File: src/logic/caw_pkg.sv
// Constants shared by the counter array watchdog design.
//
// Overview of operation
// Reset when low byte overflows at high match.
// Writing one to last flag forces reset.
// Software configures before enabling, then updates.
// Timebase and idle bits frozen while enabled.
// Enabled when enable bit or lock set.
// Lock holds enable until reset; else clearable.
// Reset: enabled, system_clock/12, low and offset zero.
// Overflow flag set on 16-bit wrap, sticky.
// Overflow flag requests interrupt when enabled.
// Run bit stops or starts the counter.
// Six module flags set by hardware, sticky; hardware does not set flag 5 while the watchdog is enabled.
// Idle suspend bit halts array in idle.
// Timebase select chooses one of seven sources.
// External count input limited to quarter rate.
// Enable bit set blocks other mode bit writes.
// Mode bit four reads zero, ignores writes.
// Update write loads high byte plus offset.
// Enabled watchdog forces run, blocks counter writes.
// Run bit reads software value, cannot stop.
// Timeout is 256 times offset plus remainder.
// Watchdog reset leaves as one-cycle pulse.
package caw_pkg;
    localparam logic [7:0] CAW_ADDR_CONTROL = 8'hd8;
    localparam logic [7:0] CAW_ADDR_MODE    = 8'hd9;
    localparam logic [7:0] CAW_ADDR_LOW     = 8'he9;
    localparam logic [7:0] CAW_ADDR_HIGH    = 8'hf9;
    localparam logic [7:0] CAW_ADDR_OFFSET  = 8'hd2;
    localparam logic [7:0] CAW_ADDR_UPDATE  = 8'hd3;

    localparam int CTL_CF   = 7;
    localparam int CTL_CR   = 6;
    localparam int CTL_LAST = 5;

    localparam int MD_IDLE_SUSPEND_BIT   = 7;
    localparam int MD_WATCHDOG_ENABLE_BIT   = 6;
    localparam int MD_WATCHDOG_LOCK_BIT  = 5;
    localparam int MD_CPS_HI = 3;
    localparam int MD_CPS_LO = 1;
    localparam int MD_ECF    = 0;

    localparam int         CAW_FLAG_COUNT = 6;
    localparam logic [7:0] CAW_BYTE_MAX   = 8'hff;
    localparam logic [7:0] CAW_BYTE_ZERO  = 8'h00;

    localparam logic [2:0] CPS_DIV12  = 3'h0;
    localparam logic [2:0] CPS_DIV4   = 3'h1;
    localparam logic [2:0] CPS_TIMER0 = 3'h2;
    localparam logic [2:0] CPS_ECI    = 3'h3;
    localparam logic [2:0] CPS_SYSTEM_CLOCK = 3'h4;
    localparam logic [2:0] CPS_EXTCLK = 3'h5;
    localparam logic [2:0] CPS_RTC    = 3'h6;

    localparam logic [3:0] CAW_DIV12_LAST = 4'hb;
    localparam logic [3:0] CAW_DIV4_LAST  = 4'h3;
    localparam logic [2:0] CAW_DIV8_LAST  = 3'h7;
    localparam int         CAW_ECI_MIN_GAP = 4;

    localparam logic       CAW_RST_WATCHDOG_ENABLE_BIT = 1'b1;
    localparam logic [2:0] CAW_RST_CPS  = CPS_DIV12;
endpackage : caw_pkg

File: src/logic/caw_timebase.sv
// Timebase selector that turns the chosen source into count ticks.
`timescale 1ns/1ns
`default_nettype none
module caw_timebase #(
    parameter int ECI_MIN_GAP = caw_pkg::CAW_ECI_MIN_GAP
) (
    input  wire logic       clk_sys,
    input  wire logic       rst,
    input  wire logic [2:0] sel,
    input  wire logic       active,
    input  wire logic       timer0Ovf,
    input  wire logic [2:0] pinsIn,
    output var  logic       tick
);
    import caw_pkg::*;

    generate
        if (ECI_MIN_GAP < 1 || ECI_MIN_GAP > 15) begin : g_chk
            $error("ECI_MIN_GAP must lie between 1 and 15.");
        end
    endgenerate

    ////////////////////////////////////////////////////////////////////////
    logic [2:0] syncA_ff;
    logic [2:0] syncB_ff;
    logic [2:0] syncC_ff;
    logic [2:0] fallEdge;
    logic [2:0] riseEdge;

    genvar gi;
    generate
        for (gi = 0; gi < 3; gi++) begin : g_sync
            always_ff @(posedge clk_sys or posedge rst) begin
                if (rst) begin
                    syncA_ff[gi] <= 1'b0;
                    syncB_ff[gi] <= 1'b0;
                    syncC_ff[gi] <= 1'b0;
                end else begin
                    syncA_ff[gi] <= pinsIn[gi];
                    syncB_ff[gi] <= syncA_ff[gi];
                    syncC_ff[gi] <= syncB_ff[gi];
                end
            end
            assign fallEdge[gi] = syncC_ff[gi] & ~syncB_ff[gi];
            assign riseEdge[gi] = ~syncC_ff[gi] & syncB_ff[gi];
        end
    endgenerate

    ////////////////////////////////////////////////////////////////////////
    logic [3:0] divCnt_ff;
    logic [3:0] nxt_divCnt;
    logic [3:0] gapCnt_ff;
    logic [3:0] nxt_gapCnt;
    logic [2:0] extCnt_ff;
    logic [2:0] nxt_extCnt;
    logic [2:0] rtcCnt_ff;
    logic [2:0] nxt_rtcCnt;
    logic       tick_ff;
    logic       nxt_tick;
    logic [3:0] divLast;

    always_comb begin
        divLast    = (sel == CPS_DIV4) ? CAW_DIV4_LAST : CAW_DIV12_LAST;
        nxt_divCnt = divCnt_ff;
        nxt_gapCnt = gapCnt_ff;
        nxt_extCnt = extCnt_ff;
        nxt_rtcCnt = rtcCnt_ff;
        nxt_tick   = 1'b0;
        // Edges inside the gap are dropped so ticks never exceed a quarter rate.
        if (gapCnt_ff < 4'(ECI_MIN_GAP - 1)) begin
            nxt_gapCnt = gapCnt_ff + 4'h1;
        end
        if (active) begin
            case (sel)
                CPS_DIV12, CPS_DIV4: begin
                    nxt_divCnt = (divCnt_ff >= divLast) ? 4'h0 : divCnt_ff + 4'h1;
                    nxt_tick   = (divCnt_ff >= divLast);
                end
                CPS_TIMER0: nxt_tick = timer0Ovf;
                CPS_ECI: begin
                    if (fallEdge[0] && gapCnt_ff >= 4'(ECI_MIN_GAP - 1)) begin
                        nxt_tick   = 1'b1;
                        nxt_gapCnt = 4'h0;
                    end
                end
                CPS_SYSTEM_CLOCK: nxt_tick = 1'b1;
                CPS_EXTCLK: begin
                    if (riseEdge[1]) begin
                        nxt_extCnt = extCnt_ff + 3'h1;
                        nxt_tick   = (extCnt_ff == CAW_DIV8_LAST);
                    end
                end
                CPS_RTC: begin
                    if (riseEdge[2]) begin
                        nxt_rtcCnt = rtcCnt_ff + 3'h1;
                        nxt_tick   = (rtcCnt_ff == CAW_DIV8_LAST);
                    end
                end
                default: nxt_tick = 1'b0;
            endcase
        end
    end

    always_ff @(posedge clk_sys or posedge rst) begin
        if (rst) begin
            divCnt_ff <= 4'h0;
            gapCnt_ff <= 4'h0;
            extCnt_ff <= 3'h0;
            rtcCnt_ff <= 3'h0;
            tick_ff   <= 1'b0;
        end else begin
            divCnt_ff <= nxt_divCnt;
            gapCnt_ff <= nxt_gapCnt;
            extCnt_ff <= nxt_extCnt;
            rtcCnt_ff <= nxt_rtcCnt;
            tick_ff   <= nxt_tick;
        end
    end

    assign tick = tick_ff;
endmodule : caw_timebase
`default_nettype wire

File: src/logic/caw_watchdog.sv
// Counter array core with its watchdog, control and mode registers.
`timescale 1ns/1ns
`default_nettype none
module caw_watchdog (
    input  wire logic                              clk_sys,
    input  wire logic                              rst,
    input  wire logic [7:0]                        sfrAddr,
    input  wire logic                              sfrWr,
    input  wire logic [7:0]                        sfrWrData,
    output var  logic [7:0]                        sfrRdData,
    input  wire logic                              cpuIdle,
    input  wire logic                              timer0Ovf,
    input  wire logic                              extCountIn,
    input  wire logic                              extClkIn,
    input  wire logic                              rtcClkIn,
    input  wire logic [caw_pkg::CAW_FLAG_COUNT-1:0] moduleMatch,
    input  wire logic [caw_pkg::CAW_FLAG_COUNT-1:0] moduleIrqEn,
    output var  logic                              irqReq,
    output var  logic                              wdogEnabled,
    output var  logic                              wdogResetPulse
);
    import caw_pkg::*;

    ////////////////////////////////////////////////////////////////////////
    logic [7:0]                low_ff;
    logic [7:0]                nxt_low;

    logic [7:0]                high_ff;
    logic [7:0]                nxt_high;

    logic [7:0]                offset_ff;
    logic [7:0]                nxt_offset;

    logic [7:0]                update_ff;
    logic [7:0]                nxt_update;

    logic                      ovfFlag_ff;
    logic                      nxt_ovfFlag;

    logic                      run_ff;
    logic                      nxt_run;

    logic [CAW_FLAG_COUNT-1:0] flags_ff;
    logic [CAW_FLAG_COUNT-1:0] nxt_flags;

    logic                      idleSuspend_ff;
    logic                      nxt_idleSuspend;

    logic                      watchdog_enable_bit_ff;
    logic                      nxt_watchdog_enable_bit;

    logic                      lock_ff;
    logic                      nxt_lock;

    logic [2:0]                cps_ff;
    logic [2:0]                nxt_cps;

    logic                      ecf_ff;
    logic                      nxt_ecf;

    logic                      rstPulse_ff;
    logic                      nxt_rstPulse;

    logic [7:0]                rdData_ff;
    logic [7:0]                nxt_rdData;

    logic wdEn;
    logic suspended;
    logic tick;
    logic step;
    logic lowWrap;
    logic fullWrap;
    logic wrCtl;
    logic wrMode;
    logic [CAW_FLAG_COUNT-1:0] flagSet;

    assign wdEn      = watchdog_enable_bit_ff | lock_ff;
    assign suspended = idleSuspend_ff & cpuIdle;
    // The watchdog overrides the run bit so software cannot stall it.
    assign step      = tick & (run_ff | wdEn) & ~suspended;
    assign lowWrap   = step && (low_ff == CAW_BYTE_MAX);
    assign fullWrap  = lowWrap && (high_ff == CAW_BYTE_MAX);
    assign wrCtl     = sfrWr && (sfrAddr == CAW_ADDR_CONTROL);
    assign wrMode    = sfrWr && (sfrAddr == CAW_ADDR_MODE);

    caw_timebase u_timebase (
        .clk_sys   (clk_sys),
        .rst       (rst),
        .sel       (cps_ff),
        .active    (~suspended),
        .timer0Ovf (timer0Ovf),
        .pinsIn    ({rtcClkIn, extClkIn, extCountIn}),
        .tick      (tick)
    );

    ////////////////////////////////////////////////////////////////////////
    always_comb begin
        nxt_low    = low_ff;
        nxt_high   = high_ff;
        nxt_offset = offset_ff;
        nxt_update = update_ff;
        if (step) begin
            nxt_low = low_ff + 8'h01;
            if (lowWrap) begin
                nxt_high = high_ff + 8'h01;
            end
        end
        if (sfrWr && !wdEn && sfrAddr == CAW_ADDR_LOW) begin
            nxt_low = sfrWrData;
        end
        if (sfrWr && !wdEn && sfrAddr == CAW_ADDR_HIGH) begin
            nxt_high = sfrWrData;
        end
        if (sfrWr && sfrAddr == CAW_ADDR_OFFSET) begin
            nxt_offset = sfrWrData;
        end
        // Loading offset_ff periods past the high byte gives the remainder of the low byte on top.
        if (sfrWr && sfrAddr == CAW_ADDR_UPDATE) begin
            nxt_update = high_ff + offset_ff;
        end
    end

    always_ff @(posedge clk_sys or posedge rst) begin
        if (rst) begin
            low_ff    <= CAW_BYTE_ZERO;
            high_ff   <= CAW_BYTE_ZERO;
            offset_ff <= CAW_BYTE_ZERO;
            update_ff <= CAW_BYTE_ZERO;
        end else begin
            low_ff    <= nxt_low;
            high_ff   <= nxt_high;
            offset_ff <= nxt_offset;
            update_ff <= nxt_update;
        end
    end

    ////////////////////////////////////////////////////////////////////////
    always_comb begin
        flagSet = moduleMatch;
        if (wdEn) begin
            flagSet[CTL_LAST] = 1'b0;
        end
        nxt_ovfFlag = ovfFlag_ff;
        nxt_run     = run_ff;
        nxt_flags   = flags_ff;
        if (wrCtl) begin
            nxt_ovfFlag = sfrWrData[CTL_CF];
            nxt_run     = sfrWrData[CTL_CR];
            nxt_flags   = sfrWrData[CAW_FLAG_COUNT-1:0];
        end
        // Hardware set wins over a software clear in the same cycle.
        nxt_ovfFlag = nxt_ovfFlag | fullWrap;
        nxt_flags   = nxt_flags | flagSet;
    end

    always_ff @(posedge clk_sys or posedge rst) begin
        if (rst) begin
            ovfFlag_ff <= 1'b0;
            run_ff     <= 1'b0;
            flags_ff   <= '0;
        end else begin
            ovfFlag_ff <= nxt_ovfFlag;
            run_ff     <= nxt_run;
            flags_ff   <= nxt_flags;
        end
    end

    ////////////////////////////////////////////////////////////////////////
    always_comb begin
        nxt_idleSuspend = idleSuspend_ff;
        nxt_watchdog_enable_bit        = watchdog_enable_bit_ff;
        nxt_lock        = lock_ff;
        nxt_cps         = cps_ff;
        nxt_ecf         = ecf_ff;
        if (wrMode) begin
            nxt_watchdog_enable_bit = sfrWrData[MD_WATCHDOG_ENABLE_BIT];
            if (!watchdog_enable_bit_ff) begin
                nxt_lock = lock_ff | sfrWrData[MD_WATCHDOG_LOCK_BIT];
                nxt_ecf  = sfrWrData[MD_ECF];
                if (!wdEn) begin
                    nxt_idleSuspend = sfrWrData[MD_IDLE_SUSPEND_BIT];
                    nxt_cps         = sfrWrData[MD_CPS_HI:MD_CPS_LO];
                end
            end
        end
    end

    always_ff @(posedge clk_sys or posedge rst) begin
        if (rst) begin
            idleSuspend_ff <= 1'b0;
            watchdog_enable_bit_ff        <= CAW_RST_WATCHDOG_ENABLE_BIT;
            lock_ff        <= 1'b0;
            cps_ff         <= CAW_RST_CPS;
            ecf_ff         <= 1'b0;
        end else begin
            idleSuspend_ff <= nxt_idleSuspend;
            watchdog_enable_bit_ff        <= nxt_watchdog_enable_bit;
            lock_ff        <= nxt_lock;
            cps_ff         <= nxt_cps;
            ecf_ff         <= nxt_ecf;
        end
    end

    ////////////////////////////////////////////////////////////////////////
    always_comb begin
        nxt_rstPulse = 1'b0;
        if (wdEn && lowWrap && high_ff == update_ff) begin
            nxt_rstPulse = 1'b1;
        end
        if (wdEn && wrCtl && sfrWrData[CTL_LAST]) begin
            nxt_rstPulse = 1'b1;
        end
        case (sfrAddr)
            CAW_ADDR_CONTROL: nxt_rdData = {ovfFlag_ff, run_ff, flags_ff};
            CAW_ADDR_MODE: nxt_rdData = {idleSuspend_ff, watchdog_enable_bit_ff, lock_ff, 1'b0,
                                         cps_ff, ecf_ff};
            CAW_ADDR_LOW: nxt_rdData = low_ff;
            CAW_ADDR_HIGH: nxt_rdData = high_ff;
            CAW_ADDR_OFFSET: nxt_rdData = offset_ff;
            CAW_ADDR_UPDATE: nxt_rdData = update_ff;
            default: nxt_rdData = 8'h00;
        endcase
    end

    // The pulse clears itself; the system reset logic then resets this block.
    always_ff @(posedge clk_sys or posedge rst) begin
        if (rst) begin
            rstPulse_ff <= 1'b0;
            rdData_ff   <= 8'h00;
        end else begin
            rstPulse_ff <= nxt_rstPulse;
            rdData_ff   <= nxt_rdData;
        end
    end

    assign sfrRdData      = rdData_ff;
    assign wdogResetPulse = rstPulse_ff;
    assign wdogEnabled    = wdEn;
    assign irqReq         = (ovfFlag_ff & ecf_ff) | (|(flags_ff & moduleIrqEn));
endmodule : caw_watchdog
`default_nettype wire

File: config.mk
export PLATFORM = sky130hd
export DESIGN_NAME = caw_watchdog
export DESIGN_NICKNAME = d
export VERILOG_FILES = /design/src/logic/caw_pkg.sv /design/src/logic/caw_timebase.sv /design/src/logic/caw_watchdog.sv
export SDC_FILE = /design/constraint.sdc
export NUM_CORES = 1
export LEC_CHECK = 0
export BUFFER_PORTS_ARGS = -buffer_cell sky130_fd_sc_hd__buf_2
export CORE_MARGIN = 3
export CORE_UTILIZATION = 25
export CTS_BUF_LIST = sky130_fd_sc_hd__clkbuf_8
export DETAILED_ROUTE_END_ITERATION = 10
export SETUP_SLACK_MARGIN = 0.15
export SLEW_MARGIN = 20
export SYNTH_ARGS = -nofsm -noshare
export SYNTH_HDL_FRONTEND = slang
export SYNTH_SLANG_ARGS = --single-unit
File: constraint.sdc
create_clock -name clk_sys -period 2.05 [get_ports clk_sys]
set_input_delay 0.205 -clock clk_sys [delete_from_list [all_inputs] [get_ports clk_sys]]
set_output_delay 0.205 -clock clk_sys [all_outputs]
set_load 0.005 [all_outputs]
==> out/metrics.yaml <==
final_util_pct: 30.3
die_x_um: 136
antenna_found_initial: 0
clock_skew_ps: 11.2
leakage_nw: 2.41
fin_nets: 509
synth_enable_flop_cells: 0
worstMarginPinSlew_ps: 668
place_area_mm2: 0.00480
ys_async_sr_fraction_pct: 100
die_area_mm2: 0.0186
cts.sinks: 80
grt_max_degree: 31
core_mm2: 0.0166
slew_headroom_pct: 55.4
io_buffers: 46
synthTopCellsByArea: "dfrtp_1, mux2_2, ha_1"
synthTopCellsByCount: "dfrtp_1, nand2_1, mux2_2"
yosysTopAreaCell: "dfrtp_1"
cts-root-buf: "clkbuf_8"
timing.final.setup_violations: 0
stdcell_area_mm2: 0.00504
drv_cap: 0
yosys_warnings: 0
cp_slowest_cell: "fa_1"
instances_no_fill: 681
worst_skew_pair.late_latency_ps: 370
cts_tree: "done"
layout_setup_ws_ps: 271
start_util_pct: 25.5
h-tree-depth: 3
clkSlewWorstSetupHoldPaths_ps: 90
maxSlewViolCount: 0
crit_chain: "ha_1, inv_1, fa_1, nor2b_2, o31a_1, o22ai_1, xor2_1, o21ai_0"
finalCritPeriodShare_pct: 86.8
vias_per_cell: 4.79
synth_top_area_share_pct: 46.5
synth.distinct_cells: 57
max_stage_delay_ps: 410
max_freq_ghz: 0.562
rsz0062_at_grt: "no"
crit_buf_inv: 1
wirelength_um: 11800
status: "completed"
pin_count: 47
syn_inst: 397
peakVddDrop_mv: 0.296
ys_ff_latch: 80
cts_made_buffers: 9
vias: 3261
drtPass1Iterations: 4
power_density_mw_per_mm2: 717
detailed_place_hpwl_um: 8990
post_cts_buffers: 0
critPathArrivalTime_ps: 2060
critPathKind: "flop to flop"
antenna_left: 0
drt_iter0_markers: 156
hold_viol: 0
fillers: 1702
syn_nets: 450
gr-total-overflow: 0
grt_usage_pct: 13.3
min_period_ps: 1780
die_height_um: 136
yosysMostFrequentCell: "dfrtp_1"
place_ws_ps: 254
ys_seq_area_share_pct: 47.1
layout-drive-gt1-share_pct: 25.8
wire_per_inst_um: 17.3
synthesis.area_mm2: 0.00425
routabilityCongestion: 0.900
grt_first_pass_wirelength_um: 18800
grt_pass1_vias: 3403
antennaDiodeCount: 0
critPathCaptureType: "flop"
post_synth.cell_area_avg_um2: 10.7
cp.required_ps: 2330
place_inst: 661
syn2layout_area_growth_pct: 18.5
drc: 0
path_delay_family: "adder cells"
synth-main-ff-cell: "dfrtp_1"
rows: 47
hp-class: "primary input to flop"
clockBufferDepth: 2
tns_ps: 0
crit_path_start_kind: "flop"
cp_max_fo: 3
-- cells by family (layout without fill, tap and decap cells) --
group / count (synthesis) / in the layout / synth area share, %
AOI/OAI and AO/OA: 66 / 66 / 9.89
xor gates and xnor gates: 31 / 31 / 6.39
adders and majority gates: 17 / 17 / 5.18
buffers and inverters: 22 / 86 / 2.38
DFF: 80 / 80 / 47.1
muxes: 42 / 42 / 10.7
and+or+nand+nor: 139 / 139 / 18.3
-- metal layers --
metal,part of all wire [%],global-route usage [%],vias up,wire length (um)
met4,1.8,4.93,0,208
met5,0,0,-,0
met3,5.0,2.81,14,585
met2,46,20.6,93,5440
li1,-,-,1542,-
met1,47,18.4,1612,5580
-- worst paths after layout --
| path | slack [ps] | endpoint | from | cells past startpoint |
|---|---|---|---|---|
| worst max-delay path | 270 | update_ff[6]$_DFFE_PP0P_ | offset_ff[0]$_DFFE_PP0P_ | 8 |
| worst min-delay path | 20 | flags_ff[3]$_DFF_PP0_ | moduleMatch[3] | 2 |
| worst max register to register | 270 | update_ff[6]$_DFFE_PP0P_ | offset_ff[0]$_DFFE_PP0P_ | 8 |
| worst min register to register | 350 | u_timebase.syncB_ff[0]$_DFF_PP0_ | u_timebase.syncA_ff[0]$_DFF_PP0_ | 0 |
| max in group asynchronous | 940 | watchdog_enable_bit_ff$_DFFE_PP1P_ | rst | 4 |
| min in group asynchronous | 470 | u_timebase.syncB_ff[2]$_DFF_PP0_ | rst | 3 |
-- per-stage QoR --
| stage | power [W] | hold WS (ps) |
|---|---|---|
| floorplan | 0.00223 | 236 |
| global placement | 0.00241 | 319 |
| detailed placement | 0.00245 | 317 |
| CTS | 0.00365 | 8.71 |
| global route | 0.00381 | 29.0 |
| finish | 0.00361 | 20.4 |
-- placed cells by master, fill, tap and decap left out, types with 3 or more instances in the layout --
master	Yosys	final
a21o_1	3	3
a21oi_1	11	11
a22oi_1	9	9
and3_1	4	4
and4_4	4	4
buf_2	6	46
buf_4	1	8
clkbuf_8	0	9
dfrtp_1	79	78
dlygate4sd3_1	0	4
ha_1	16	16
inv_1	10	10
mux2_2	29	29
mux2i_1	13	13
nand2_1	46	46
nand3_1	16	16
nand3b_1	8	8
nand4_1	6	6
nor2_1	24	24
nor2b_1	5	4
nor4bb_1	3	3
o21ai_0	22	22
o221ai_1	7	7
xnor2_1	9	9
xor2_1	22	22
-- where the power goes --
part / switching (W) / internal, W / total (W)
clock: 0.000628 / 0.000567 / 0.00120
combinational: 0.000299 / 0.000270 / 0.000569
sequential: 0.000137 / 0.00171 / 0.00185
total: 0.00106 / 0.00255 / 0.00361
-- final cells by class --
type / count / area [um2] / share of cell area [%]
Multi-Input combinational cell: 295 / 2150 / 42.7
Sequential cell: 80 / 2000 / 39.8
Timing Repair Buffer: 60 / 370 / 7.35
Tap cell: 220 / 275 / 5.46
Clock buffer: 9 / 124 / 2.46
Clock inverter: 7 / 72.6 / 1.44
Inverter: 10 / 41.3 / 0.820
-- registers in the layout (all words and copies together) (netlist names) --
register	cells
u_timebase.rtcCnt_ff	3
cps_ff	3
idleSuspend_ff	1
low_ff	8
lock_ff	1
run_ff	1
flags_ff	6
high_ff	8
u_timebase.extCnt_ff	3
u_timebase.gapCnt_ff	4
watchdog_enable_bit_ff	1
ecf_ff	1
sfrRdData	8
update_ff	8
ovfFlag_ff	1
u_timebase.syncB_ff	3
offset_ff	8
u_timebase.syncC_ff	3
u_timebase.syncA_ff	3
u_timebase.divCnt_ff	4
u_timebase.tick	1
wdogResetPulse	1
-- what timing repair did --
| action | CTS | global route |
|---|---|---|
| endpoints found under the hold margin | 30 | 0 |
| hold buffers | 4 | 0 |
| gates resized for setup | 0 | 2 |
| endpoints found under the setup margin | 0 | 1 |
Power figures use the tool's default switching activity.
